===== config.mk =====
export PLATFORM = sky130hd
export DESIGN_NAME = cmd_decoder
export DESIGN_NICKNAME = d
export VERILOG_FILES = /design/src/cmd_decoder_fix.v /design/src/cmd_decoder.v /design/src/serial_front.v
export VERILOG_INCLUDE_DIRS = /design/src
export SDC_FILE = /design/constraint.sdc
export NUM_CORES = 1
export LEC_CHECK = 0
export BUFFER_PORTS_ARGS = -buffer_cell sky130_fd_sc_hd__buf_2
export CORE_MARGIN = 3
export CORE_UTILIZATION = 30
export DETAILED_ROUTE_END_ITERATION = 10
export PLACE_DENSITY_LB_ADDON = 0.08
export REMOVE_ABC_BUFFERS = 1
export SLEW_MARGIN = 10
export SYNTH_ARGS = -nofsm -noshare
export SYNTH_HDL_FRONTEND = slang
export SYNTH_SLANG_ARGS = --single-unit

===== constraint.sdc =====
create_clock -name MCLK_IN -period 7.6 [get_ports MCLK_IN]
set_input_delay 1.14 -clock MCLK_IN [delete_from_list [all_inputs] [get_ports MCLK_IN]]
set_output_delay 1.14 -clock MCLK_IN [all_outputs]
set_load 0.01 [all_outputs]

===== src/cmd_decoder_consts.vh =====
`ifndef CMD_DECODER_CONSTS_VH
`define CMD_DECODER_CONSTS_VH

// ---------------------------------------------------------------
// command byte layout
// ---------------------------------------------------------------
`define CMD_RESET        8'h00
`define CMD_START_BIT    7
`define CMD_DIR_BIT      6
`define CMD_ADDR_MSB     5
`define CMD_BITS_LAST    5'h07

// ---------------------------------------------------------------
// target register addresses
// ---------------------------------------------------------------
`define TA_STATUS        6'h00
`define TA_ADC_MODE      6'h01
`define TA_IF_MODE       6'h02
`define TA_CHECKSUM      6'h03
`define TA_DATA          6'h04
`define TA_IO_CFG        6'h06
`define TA_IDENT         6'h07
`define TA_CHAN_BASE     6'h10
`define TA_SETUP_BASE    6'h20
`define TA_FILT_BASE     6'h28
`define TA_OFFS_BASE     6'h30
`define TA_GAIN_BASE     6'h38

// ---------------------------------------------------------------
// target classes
// ---------------------------------------------------------------
`define CLS_STATUS       4'h0
`define CLS_ADC_MODE     4'h1
`define CLS_IF_MODE      4'h2
`define CLS_CHECKSUM     4'h3
`define CLS_DATA         4'h4
`define CLS_IO_CFG       4'h6
`define CLS_IDENT        4'h7
`define CLS_CHAN         4'h8
`define CLS_SETUP        4'h9
`define CLS_FILT         4'ha
`define CLS_OFFS         4'hb
`define CLS_GAIN         4'hc
`define CLS_NONE         4'hf

// ---------------------------------------------------------------
// data phase lengths in bytes
// ---------------------------------------------------------------
`define LEN_NONE         2'h0
`define LEN_ONE          2'h1
`define LEN_TWO          2'h2
`define LEN_THREE        2'h3

// ---------------------------------------------------------------
// apb register map
// ---------------------------------------------------------------
`define ADDR_CTRL        12'h000
`define ADDR_STAT        12'h004
`define ADDR_COUNT       12'h008
`define CTRL_EN_BIT      0
`define CTRL_CLR_BIT     1
`define CTRL_RESET       1'h1
`define STAT_BAD_START   8
`define STAT_BAD_ADDR    9
`define STAT_BUSY        10
`define STAT_DIR         11

`endif


===== src/cmd_decoder_fix.v =====
`timescale 1ns/1ps
`default_nettype none
`default_nettype wire


===== src/cmd_decoder.v =====
// What this block does
// [RQ1] every register access opens with a command byte from the host
// [RQ2] the command byte picks the target register and direction of next phase
// [RQ3] command bit 7 must be zero or the byte is refused
// [RQ4] command bit 6: zero is a host write, one a device read
// [RQ5] bits 5:0 decode status, modes, checksum, data, io config, identity
// [RQ6] channels from 010000, offsets from 110000, gains from 111000 by index
// [RQ7] eight setup registers at 100000 to 100111 by setup number
// [RQ8] filter registers start at 101000 in index order
// [RQ9] data phase lasts register width in bytes, then back to command
`timescale 1ns/1ps
`default_nettype none
`include "cmd_decoder_consts.vh"

module cmd_decoder #(
  parameter DATA_W = 24
) (
  input  wire              MCLK_IN,
  input  wire              RESET_N_IN,
  input  wire              CEN_IN,
  input  wire              SCLK_IN,
  input  wire              CS_N_IN,
  input  wire              DIN_IN,
  output reg               DOUT_OUT,
  output wire              DOUT_OE_OUT,
  input  wire              PSEL,
  input  wire              PENABLE,
  input  wire              PWRITE,
  input  wire [11:0]       PADDR,
  input  wire [31:0]       PWDATA,
  output reg  [31:0]       PRDATA,
  output wire              PREADY,
  output reg               PSLVERR,
  output reg  [5:0]        TARGET_SELECT_OUT,
  output reg  [3:0]        TARGET_CLASS_OUT,
  output reg  [3:0]        TARGET_INDEX_OUT,
  output reg               READ_NOT_WRITE_OUT,
  output reg               CMD_VALID_OUT,
  input  wire [DATA_W-1:0] RD_DATA_IN,
  output reg  [DATA_W-1:0] WR_DATA_OUT,
  output reg               WR_VALID_OUT,
  output reg               RD_DONE_OUT
);

  // -------------------------------------------------------------
  // decode functions
  // -------------------------------------------------------------
  function [3:0] class_of;
    input [5:0] a;
    begin
      if (a == `TA_STATUS) class_of = `CLS_STATUS;                  // see [RQ5]
      else if (a == `TA_ADC_MODE) class_of = `CLS_ADC_MODE;
      else if (a == `TA_IF_MODE) class_of = `CLS_IF_MODE;
      else if (a == `TA_CHECKSUM) class_of = `CLS_CHECKSUM;
      else if (a == `TA_DATA) class_of = `CLS_DATA;
      else if (a == `TA_IO_CFG) class_of = `CLS_IO_CFG;
      else if (a == `TA_IDENT) class_of = `CLS_IDENT;
      else if ({a[5:4], 4'h0} == `TA_CHAN_BASE)
        class_of = `CLS_CHAN;                                       // see [RQ6]
      else if ({a[5:3], 3'h0} == `TA_SETUP_BASE)
        class_of = `CLS_SETUP;                                      // see [RQ7]
      else if ({a[5:3], 3'h0} == `TA_FILT_BASE)
        class_of = `CLS_FILT;                                       // see [RQ8]
      else if ({a[5:3], 3'h0} == `TA_OFFS_BASE)
        class_of = `CLS_OFFS;                                       // see [RQ6]
      else if ({a[5:3], 3'h0} == `TA_GAIN_BASE)
        class_of = `CLS_GAIN;                                       // see [RQ6]
      else class_of = `CLS_NONE;
    end
  endfunction

  function [3:0] index_of;
    input [5:0] a;
    begin
      if ({a[5:4], 4'h0} == `TA_CHAN_BASE) index_of = a[3:0];       // see [RQ6]
      else if (a[5]) index_of = {1'b0, a[2:0]};                     // see [RQ7]
      else index_of = 4'h0;
    end
  endfunction

  function [1:0] bytes_of;
    input [3:0] c;
    begin
      case (c)
        `CLS_STATUS:   bytes_of = `LEN_ONE;                         // see [RQ9]
        `CLS_CHECKSUM,
        `CLS_DATA,
        `CLS_OFFS,
        `CLS_GAIN:     bytes_of = `LEN_THREE;
        `CLS_NONE:     bytes_of = `LEN_NONE;
        default:       bytes_of = `LEN_TWO;
      endcase
    end
  endfunction

  // -------------------------------------------------------------
  // link front end
  // -------------------------------------------------------------
  wire rise;
  wire fall;
  wire cs_n_s;
  wire din_s;

  serial_front u_front (
    .clk_in   (MCLK_IN),
    .rst_n_in (RESET_N_IN),
    .cen_in   (CEN_IN),
    .sclk_in  (SCLK_IN),
    .cs_n_in  (CS_N_IN),
    .din_in   (DIN_IN),
    .rise_out (rise),
    .fall_out (fall),
    .cs_n_out (cs_n_s),
    .din_out  (din_s)
  );

  // -------------------------------------------------------------
  // command state machine
  // -------------------------------------------------------------
  localparam ST_CMD  = 1'b0;
  localparam ST_DATA = 1'b1;

  reg              state_q;
  reg [4:0]        cnt_q;
  reg [7:0]        cmd_sh_q;
  reg [7:0]        command_word_q;
  reg [4:0]        last_bit_q;
  reg [DATA_W-1:0] sh_q;
  reg              en_q;
  reg              bad_start_q;
  reg              bad_addr_q;
  reg [15:0]       count_q;
  reg              clr_req;
  wire [7:0]       cmd_full = {cmd_sh_q[6:0], din_s};
  wire [3:0]       cls_full = class_of(cmd_full[`CMD_ADDR_MSB:0]);
  wire [1:0]       len_full = bytes_of(cls_full);
  wire             active   = en_q & ~cs_n_s;
  wire             cmd_done = state_q == ST_CMD && rise
                              && cnt_q == `CMD_BITS_LAST;
  wire             start_ok = ~cmd_full[`CMD_START_BIT];
  wire             accept   = active & cmd_done & start_ok
                              & (len_full != `LEN_NONE);

  assign DOUT_OE_OUT = active & (state_q == ST_DATA) & READ_NOT_WRITE_OUT;

  always @(posedge MCLK_IN) begin
    if (!RESET_N_IN) begin
      state_q            <= ST_CMD;
      cnt_q              <= 5'h00;
      cmd_sh_q           <= `CMD_RESET;
      command_word_q     <= `CMD_RESET;
      last_bit_q         <= 5'h00;
      sh_q               <= {DATA_W{1'b0}};
      DOUT_OUT           <= 1'b0;
      TARGET_SELECT_OUT  <= 6'h00;
      TARGET_CLASS_OUT   <= `CLS_STATUS;
      TARGET_INDEX_OUT   <= 4'h0;
      READ_NOT_WRITE_OUT <= 1'b0;
      CMD_VALID_OUT      <= 1'b0;
      WR_DATA_OUT        <= {DATA_W{1'b0}};
      WR_VALID_OUT       <= 1'b0;
      RD_DONE_OUT        <= 1'b0;
      bad_start_q        <= 1'b0;
      bad_addr_q         <= 1'b0;
      count_q            <= 16'h0000;
    end else if (CEN_IN) begin
      CMD_VALID_OUT <= 1'b0;
      WR_VALID_OUT  <= 1'b0;
      RD_DONE_OUT   <= 1'b0;
      // sticky flags: a new event wins over a clear
      if (active & cmd_done & ~start_ok)
        bad_start_q <= 1'b1;                                        // see [RQ3]
      else if (clr_req)
        bad_start_q <= 1'b0;
      if (active & cmd_done & start_ok & (len_full == `LEN_NONE))
        bad_addr_q <= 1'b1;
      else if (clr_req)
        bad_addr_q <= 1'b0;
      if (!active) begin
        state_q <= ST_CMD;                                          // see [RQ1]
        cnt_q   <= 5'h00;
      end else begin
        case (state_q)
          ST_CMD: begin
            if (rise) begin
              cmd_sh_q <= cmd_full;
              cnt_q    <= cnt_q + 5'h01;
            end
            if (cmd_done) begin
              cnt_q <= 5'h00;
              if (accept) begin
                state_q            <= ST_DATA;                      // see [RQ2]
                command_word_q     <= cmd_full;
                TARGET_SELECT_OUT  <= cmd_full[`CMD_ADDR_MSB:0];    // see [RQ5]
                TARGET_CLASS_OUT   <= cls_full;
                TARGET_INDEX_OUT   <= index_of(cmd_full[5:0]);
                READ_NOT_WRITE_OUT <= cmd_full[`CMD_DIR_BIT];       // see [RQ4]
                CMD_VALID_OUT      <= 1'b1;
                count_q            <= count_q + 16'h0001;
                last_bit_q         <= {len_full, 3'h0} - 5'h01;     // see [RQ9]
                sh_q <= RD_DATA_IN << {`LEN_THREE - len_full, 3'h0};
                DOUT_OUT <= RD_DATA_IN[{len_full, 3'h0} - 5'h01];
              end
            end
          end
          ST_DATA: begin
            if (rise) begin
              cnt_q <= cnt_q + 5'h01;
              if (!READ_NOT_WRITE_OUT)
                sh_q <= {sh_q[DATA_W-2:0], din_s};                  // see [RQ4]
              if (cnt_q == last_bit_q) begin
                state_q <= ST_CMD;                                  // see [RQ9]
                cnt_q   <= 5'h00;
                if (READ_NOT_WRITE_OUT)
                  RD_DONE_OUT <= 1'b1;
                else begin
                  WR_DATA_OUT  <= {sh_q[DATA_W-2:0], din_s};
                  WR_VALID_OUT <= 1'b1;
                end
              end
            end
            if (fall && READ_NOT_WRITE_OUT) begin
              sh_q     <= {sh_q[DATA_W-2:0], 1'b0};
              DOUT_OUT <= sh_q[DATA_W-1];                           // see [RQ4]
            end
          end
          default: state_q <= ST_CMD;
        endcase
      end
    end
  end

  // -------------------------------------------------------------
  // apb slave
  // -------------------------------------------------------------
  wire apb_acc = PSEL & PENABLE & CEN_IN;
  wire hit     = PADDR == `ADDR_CTRL || PADDR == `ADDR_STAT
                 || PADDR == `ADDR_COUNT;

  assign PREADY = 1'b1;

  always @* begin
    clr_req = apb_acc & PWRITE & (PADDR == `ADDR_CTRL)
              & PWDATA[`CTRL_CLR_BIT];
  end

  always @* begin
    PSLVERR = PSEL & PENABLE & ~hit;
    case (PADDR)
      `ADDR_CTRL:  PRDATA = {31'h0000_0000, en_q};
      `ADDR_STAT:  PRDATA = {20'h0_0000, READ_NOT_WRITE_OUT, state_q,
                             bad_addr_q, bad_start_q, command_word_q};
      `ADDR_COUNT: PRDATA = {16'h0000, count_q};
      default:     PRDATA = 32'h0000_0000;
    endcase
  end

  always @(posedge MCLK_IN) begin
    if (!RESET_N_IN)
      en_q <= `CTRL_RESET;
    else if (apb_acc && PWRITE && PADDR == `ADDR_CTRL)
      en_q <= PWDATA[`CTRL_EN_BIT];
  end

endmodule

`default_nettype wire


===== src/serial_front.v =====
`timescale 1ns/1ps
`default_nettype none

// ---------------------------------------------------------------
// pin synchroniser and link clock edge finder
// ---------------------------------------------------------------
module serial_front (
  input  wire clk_in,
  input  wire rst_n_in,
  input  wire cen_in,
  input  wire sclk_in,
  input  wire cs_n_in,
  input  wire din_in,
  output wire rise_out,
  output wire fall_out,
  output wire cs_n_out,
  output wire din_out
);

  reg [2:0] sclk_q;
  reg [1:0] cs_q;
  reg [1:0] din_q;

  always @(posedge clk_in) begin
    if (!rst_n_in) begin
      sclk_q <= 3'h7;
      cs_q   <= 2'h3;
      din_q  <= 2'h0;
    end else if (cen_in) begin
      sclk_q <= {sclk_q[1:0], sclk_in};
      cs_q   <= {cs_q[0], cs_n_in};
      din_q  <= {din_q[0], din_in};
    end
  end

  // edges judged on second and third stage only
  assign rise_out = cen_in & sclk_q[1] & ~sclk_q[2];
  assign fall_out = cen_in & ~sclk_q[1] & sclk_q[2];
  assign cs_n_out = cs_q[1];
  assign din_out  = din_q[1];

endmodule

`default_nettype wire


# Word-level counts from Yosys, hierarchy flattened
# Index checks and enable logic that the tools add are counted.
dict set report word_totals {
  regBits 119
  latch_bits 0
  mem_bits_rw 0
  romBits 0
  input_bits 77
  out_inout_bits 78
  wordCells 158
  mem_count 0
}
dict set report op_classes {
  add_sub_neg 4
  mul 0
  div_mod_pow 0
  magnitude_cmp 1
  n_eq_ne 27
  shifts 1
  mux 55
  bitwise_logic 25
  n_reduce_logical 23
}
# cell count
set ops {}
lappend ops {{24-bit 2-to-1 mux} 5}
lappend ops {{16-bit one-hot mux with 3 select lines} 1}
lappend ops {{24-bit one-hot mux with 2 select lines} 1}
lappend ops {{4-bit 2-to-1 mux} 8}
lappend ops {{5-bit 2-to-1 mux} 5}
lappend ops {{1-bit 2-to-1 mux} 24}
lappend ops {{24-bit by 5-bit left shift with 24-bit output} 1}
lappend ops {{1-bit bitwise AND} 18}
lappend ops {{6-bit by 3-bit == test with 1-bit output (second input constant)} 3}
lappend ops {{16-bit by 1-bit adder with 16-bit output (second input constant)} 1}
lappend ops {{3-bit 2-to-1 mux} 5}
lappend ops {{12-bit by 3-bit == test with 1-bit output (second input constant)} 1}
lappend ops {{12-bit by 4-bit == test with 1-bit output (second input constant)} 1}
lappend ops {{3-bit == test (second input constant)} 4}
lappend ops {{4-bit == test (second input constant)} 3}
lappend ops {{6-bit by 2-bit == test with 1-bit output (second input constant)} 2}
lappend ops {{12-bit zero test} 1}
lappend ops {{6-bit AND reduction} 2}
lappend ops {{5-bit one-hot mux with 2 select lines} 1}
lappend ops {{5-bit AND reduction} 2}
lappend ops {{1-bit NOT} 7}
lappend ops {{6-bit by 1-bit == test with 1-bit output (second input constant)} 1}
lappend ops {{6-bit zero test} 1}
lappend ops {{5-bit by 6-bit < comparator with 1-bit output (second input constant)} 1}
lappend ops {{other kinds (26)} 37}

# Longest topological paths before layout
dict set report depth {
  ltp_word 22
  depth_mapped 12
  ltp_nobuf 9
}

# Cells and area by module
# A second synthesis with hierarchy kept.
dict set report hier_totals {
  hier_cells 658
  area_unflattened_um2 5372.7
}
# mod instances cells_per_inst area_each_um2
set by_module_without_submodules {}
lappend by_module_without_submodules {cmd_decoder 1 633 5102.4}
lappend by_module_without_submodules {serial_front 1 25 270.3}

# Least setup slack after synthesis
# No wires, ideal clock.
dict set report synth_path {
  kind {input -> output}
  start {in PADDR[9]}
  end {out PRDATA[10]}
  arrival_time_ns 2.650
  t_required_ns 6.460
  path_slack_ns 3.810
  stages 5
  n_path_buf 1
  path_cell_list {or4_1 -> nor4_4 -> and2_1 -> buf_2 -> a22o_1}
}
dict set report synth_between {
  elab_chain_cells 2
}
# element line_no
set synth_rtl {}
lappend synth_rtl {{start, declared} cmd_decoder.v:29} ;# input wire [11:0] PADDR,
lappend synth_rtl {{12-bit by 4-bit == test with 1-bit output, or another cell as far along} cmd_decoder.v:249} ;# case (PADDR)
lappend synth_rtl {{16-bit one-hot mux with 3 select lines (*)} cmd_decoder.v:249}
lappend synth_rtl {{end, declared} cmd_decoder.v:31} ;# output reg [31:0] PRDATA,
# Every way passes the cells marked *; elsewhere a longest branch is shown, timed or not.

# Worst setup path in the final report
dict set report layout_path {
  start {reg cmd_sh_q[4]}
  end {reg sh_q[21]}
}
dict set report layout_between {
  elab_chain_cells 21
}
# element line_no
set layout_rtl {}
lappend layout_rtl {{start, declared} cmd_decoder.v:125} ;# reg [7:0] cmd_sh_q;
lappend layout_rtl {{start signal, assigned} cmd_decoder.v:150} ;# cmd_sh_q <= `CMD_RESET;
lappend layout_rtl {{start signal, assigned} cmd_decoder.v:186} ;# cmd_sh_q <= cmd_full;
lappend layout_rtl {{3-bit == test (no line)} --}
lappend layout_rtl {{2-bit 2-to-1 mux} cmd_decoder.v:66} ;# else if ({a[5:3], 3'h0} == `TA_GAIN_BASE)
lappend layout_rtl {{3-bit 2-to-1 mux} cmd_decoder.v:64} ;# else if ({a[5:3], 3'h0} == `TA_OFFS_BASE)
lappend layout_rtl {{3-bit 2-to-1 mux} cmd_decoder.v:62} ;# else if ({a[5:3], 3'h0} == `TA_FILT_BASE)
lappend layout_rtl {{3-bit 2-to-1 mux} cmd_decoder.v:60} ;# else if ({a[5:3], 3'h0} == `TA_SETUP_BASE)
lappend layout_rtl {{3-bit 2-to-1 mux} cmd_decoder.v:58} ;# else if ({a[5:4], 4'h0} == `TA_CHAN_BASE)
lappend layout_rtl {{4-bit 2-to-1 mux} cmd_decoder.v:57} ;# else if (a == `TA_IDENT) class_of = `CLS_IDENT;
lappend layout_rtl {{4-bit 2-to-1 mux} cmd_decoder.v:56} ;# else if (a == `TA_IO_CFG) class_of = `CLS_IO_CFG;
lappend layout_rtl {{[... 5 more ...]} --}
lappend layout_rtl {{4-bit by 2-bit == test with 1-bit output, or another cell as far along} cmd_decoder.v:84} ;# case (c)
lappend layout_rtl {{4-bit OR reduction} cmd_decoder.v:84}
lappend layout_rtl {{2-bit one-hot mux with 3 select lines (*)} cmd_decoder.v:84}
lappend layout_rtl {{2-bit subtractor (no line)} --}
lappend layout_rtl {{24-bit by 5-bit left shift with 24-bit output} cmd_decoder.v:201} ;# sh_q <= RD_DATA_IN << {`LEN_THREE - len_full, 3'h0};
lappend layout_rtl {{24-bit 2-to-1 mux} cmd_decoder.v:191} ;# if (accept) begin
lappend layout_rtl {{24-bit 2-to-1 mux} cmd_decoder.v:189} ;# if (cmd_done) begin
lappend layout_rtl {{24-bit one-hot mux with 2 select lines} cmd_decoder.v:183} ;# case (state_q)
lappend layout_rtl {{end signal, assigned} cmd_decoder.v:201}
lappend layout_rtl {{end signal, assigned} cmd_decoder.v:210} ;# sh_q <= {sh_q[DATA_W-2:0], din_s};
lappend layout_rtl {{end signal, assigned} cmd_decoder.v:223} ;# sh_q <= {sh_q[DATA_W-2:0], 1'b0};
lappend layout_rtl {{end, declared} cmd_decoder.v:128} ;# reg [DATA_W-1:0] sh_q;
# Every way passes the cells marked *; elsewhere a longest branch is shown, timed or not. The select of a mux whose other input is x is not followed.
# A chain may end at the register's enable or synchronous reset.

==> summary.txt <==
Final layout
  – FILL cells: 1874
  – Final net count: 780
  – Signed area change from the synthesized netlist to the final layout: 15.93%
  – Share of cells above drive strength 1: 21.56%
  – Final design area excluding fillers: 6330 um2
  – Final antenna diode count: 0
  – Post-layout util: 36.09%

Die
  – Effective utilization at floorplan: 31.14%
  – Io pins: 155
  – Height of the chip: 140.9 um
  – Die Outline Area: 19860 um2
  – Overall die width: 140.9 um
  – Number of standard-cell rows in the floorplan: 48
  – Core Region: 17540 um2

Outcome
  – Outcome: complete, no violations

Placement
  – Buffers added on ports: 107
  – Placed standard-cell area: 6012 um2
  – Global placement routability congestion: 0.7884
  – HPWL after detailed placement: 10.19 mm

Route
  – Total met3 wirelength after detailed routing: 951 um
  – Number of DRC markers after the initial detailed-route iteration: 294
  – Vias: 4735
  – Router iterations before antenna repair: 5
  – DRC Markers: 0
  – DR WL/cell: 16.25 um
  – Total Routed Length: 15.11 mm
  – Routed length on met1: 6.820 mm
  – Length of routed met2 wiring: 7.195 mm
  – Highest metal layer used by the detailed router: met4
  – Count of antenna-violating nets left after detailed routing: 0
  – Vias per Instance: 5.091

GRT
  – Vias in the first global route: 4587
  – Global-route usage over all layers: 15.09%
  – Initial antenna violation count: 0
  – Largest net degree at the start of global routing: 80
  – Total congestion overflow after global routing: 0
  – First-pass GRT wire length: 24.27 mm

Synth
  – Summed instance area of the synthesized netlist: 5460 um2
  – Yosys reg bits: 110
  – Share of flip-flops with an asynchronous set or reset after synthesis: 0%
  – Area fraction of the dominant cell type after synthesis: 40.33%
  – Synth Flop Type: sky130_fd_sc_hd__dfxtp_1
  – Syn avg cell area: 8.667 um2
  – Sequential share of the synthesized area: 40.33%
  – Number of flops mapped to enable cells by yosys: 0
  – Ranking of synthesized cells by area: sky130_fd_sc_hd__dfxtp_1 (40%), sky130_fd_sc_hd__mux2i_1 (6.2%), sky130_fd_sc_hd__nor2_1 (5.0%), sky130_fd_sc_hd__nand2_1 (3.8%), sky130_fd_sc_hd__a21oi_1 (3.8%)
  – Leading area contributor after synthesis: sky130_fd_sc_hd__dfxtp_1
  – Synth unique cells: 64
  – Total of warnings raised by yosys: 0
  – Most common cell in the netlist: sky130_fd_sc_hd__dfxtp_1
  – Ranking of synthesized cells by instance count: sky130_fd_sc_hd__dfxtp_1 (110), sky130_fd_sc_hd__nor2_1 (73), sky130_fd_sc_hd__nand2_1 (56)
  – Synthesized netlist cell count: 630

Clock network
  – Maximum root-to-sink buffer count: 2
  – Number of setup buffers added after CTS: 0
  – Clock transition at path regs: 0.07 ns
  – Clock tree from TritonCTS: yes
  – Num Clock Sinks: 110
  – CTS Hold Bufs: 0
  – Count of H-tree levels built during CTS: 3
  – Root buf cell: sky130_fd_sc_hd__clkbuf_16
  – Clock latency on the worst-skew pair: 0.35 ns
  – Number of gates resized after CTS: 0
  – Clock buffer count from CTS: 9

Worst setup path
  – Crit-path max cell delay: 0.73 ns
  – Crit start category: flop
  – Endpoint required time on the critical path: 7.84 ns
  – Critical path cell sequence: nand2_1, a22o_1, ha_1, nor4b_1, nand4_1, a21oi_2, buf_4, nor2_1, a41o_1
  – Data arrival, critical path: 4.63 ns
  – Worst path top cell family by delay: simple AND/OR/NAND/NOR gates
  – Maximum fanout count along the critical path: 48
  – CP endpoint kind: flop
  – Critical-path cell with the highest stage delay: sky130_fd_sc_hd__nand4_1
  – Startpoint of the worst-slack reg-to-reg timing path: cmd_sh_q[4]$_SDFFE_PN0P_
  – Endpoint of the lowest-slack register-to-register path: sh_q[21]$_SDFFE_PN0P_
  – Length in cells of the worst reg-to-reg path: 9
  – CP Buf/Inv Count: 1
  – Worst setup slack for register-to-register paths: 3.21 ns
  – Crit Path Category: flop to flop

STA
  – Max Freq: 0.2277 GHz
  – Worst Max-Slew Pin Slew: 0.9631 ns
  – Max transition margin: 35.66%
  – Final hold viol count: 0
  – Final min period: 4.391 ns
  – Worst hold slack: 0.4514 ns
  – Final number of max-transition violations: 0
  – RSZ-0062 raised after global routing: false
  – Worst clock skew on the final layout: 0.01393 ns
  – Setup total negative slack: 0 ns
  – Count of final setup violators: 0
  – Final Cycle Share: 57.78%

Pwr
  – Switching Share: 21.78%
  – Reported net switching power: 0.2511 mW
  – Total leakage power: 2.545 nW
  – Internal power: 0.9017 mW
  – Total power draw: 1.153 mW
  – Combinational Power Share: 5.4%
  – Peak ir drop on the vdd network: 0.1105 mV
  – Part of the power in registers: 50.4%
  – Cell Pwr Density: 182.1 nW/um2
  – Proportion of power drawn by the clock network: 44.2%

Worst hold path
  – Start point of the worst hold path: TARGET_INDEX_OUT[0]$_SDFFE_PN0P_
  – Worst-case hold path end point: TARGET_INDEX_OUT[0]$_SDFFE_PN0P_
  – Hold Path Cell Cnt: 2
  – Class of the most critical hold timing path: flop to flop

Flow run
  – Maximum Capacitance Violations: 0
==> layout make-up <==
type | instances | area (um2) | share of cell area, %
clock buffers | 13 | 250.2 | 3.953
clock inverters | 3 | 67.56 | 1.067
inverters | 6 | 22.52 | 0.3558
multi-input cells | 459 | 2918 | 46.10
flip-flops and latches | 110 | 2202 | 34.79
well taps | 225 | 281.5 | 4.448
repair buffers | 114 | 588.1 | 9.290
==> through the flow <==
step | std cells | setup WS, ns
after global routing | 930 | 2.707
after detailed placement | 914 | 3.121
after global placement | 914 | 3.208
after CTS | 930 | 3.119
final | 930 | 3.209
after floorplan | 575 | 3.004
==> worst max-delay path by stage <==
stage / depth (start not counted) / startpoint / end / slack [ns]
CTS: 9 / cmd_sh_q[4]$_SDFFE_PN0P_ / sh_q[16]$_SDFFE_PN0P_ / 3.12
floorplan: 8 / cmd_sh_q[4]$_SDFFE_PN0P_ / sh_q[16]$_SDFFE_PN0P_ / 3.00
detailed placement: 9 / cmd_sh_q[4]$_SDFFE_PN0P_ / sh_q[21]$_SDFFE_PN0P_ / 3.12
global placement: 9 / cmd_sh_q[4]$_SDFFE_PN0P_ / sh_q[21]$_SDFFE_PN0P_ / 3.21
global route: 9 / cmd_sh_q[4]$_SDFFE_PN0P_ / sh_q[0]$_SDFFE_PN0P_ / 2.71
finish: 9 / cmd_sh_q[4]$_SDFFE_PN0P_ / sh_q[21]$_SDFFE_PN0P_ / 3.21
==> logic make-up (layout without fill, tap and decap cells) <==
family,Yosys count,in the layout,synth area share [%]
simple gates,237,237,22.20
flops,110,110,40.33
compound gates,134,134,16.48
fa+ha+maj,3,3,0.6875
other cells,2,17,0.1375
xor+xnor,20,20,3.208
buf+inv,76,136,7.562
mux,48,48,9.395
==> power groups by stage <==
stage / combinational, mW / clock, mW / sequential, mW
2_1_floorplan: 0.0324 / 0 / 0.593
3_3_place_gp: 0.0621 / 0 / 0.594
3_5_place_dp: 0.0626 / 0 / 0.594
4_1_cts: 0.0628 / 0.531 / 0.581
5_1_grt: 0.0684 / 0.554 / 0.581
6_report: 0.0622 / 0.510 / 0.581
==> flip-flops by register name (all words and copies together) (netlist names), 2 cells and up <==
name / flops
TARGET_INDEX_OUT: 4
u_front.din_q: 2
count_q: 16
sh_q: 24
TARGET_CLASS_OUT: 4
u_front.cs_q: 2
WR_DATA_OUT: 24
last_bit_q: 3
TARGET_SELECT_OUT: 5
cnt_q: 5
cmd_sh_q: 7
u_front.sclk_q: 3
command_word_q: 3
==> metal layers <==
layer | vias to the layer above | GRT usage, %
met5 | - | 0
met4 | 0 | 4.437
met3 | 7 | 4.172
met2 | 132 | 25.23
met1 | 2241 | 19.03
li1 | 2355 | -
==> cells in the final DEF, fill, tap and decap left out, drive strengths merged, types with 13 or more instances in the layout <==
| cell type | n |
|---|---|
| nor2 | 74 |
| a22o | 13 |
| mux2i | 34 |
| clkbuf | 13 |
| and3 | 13 |
| xor2 | 13 |
| dfxtp | 110 |
| nand4 | 20 |
| nand2 | 56 |
| o21ai | 24 |
| buf | 114 |
| a22oi | 14 |
| a21oi | 41 |
| mux2 | 14 |
| conb | 17 |
==> worst reg2reg max path, cell delays in order (launching register included) <==
cell and delay, ns:
sky130_fd_sc_hd__dfxtp_1 0.72, sky130_fd_sc_hd__nand2_1 0.36, sky130_fd_sc_hd__a22o_1 0.62, sky130_fd_sc_hd__ha_1 0.42
sky130_fd_sc_hd__nor4b_1 0.36, sky130_fd_sc_hd__nand4_1 0.73, sky130_fd_sc_hd__a21oi_2 0.33, sky130_fd_sc_hd__buf_4 0.41
sky130_fd_sc_hd__nor2_1 0.12, sky130_fd_sc_hd__a41o_1 0.21
Note: power is estimated with default switching activity, not from simulation.
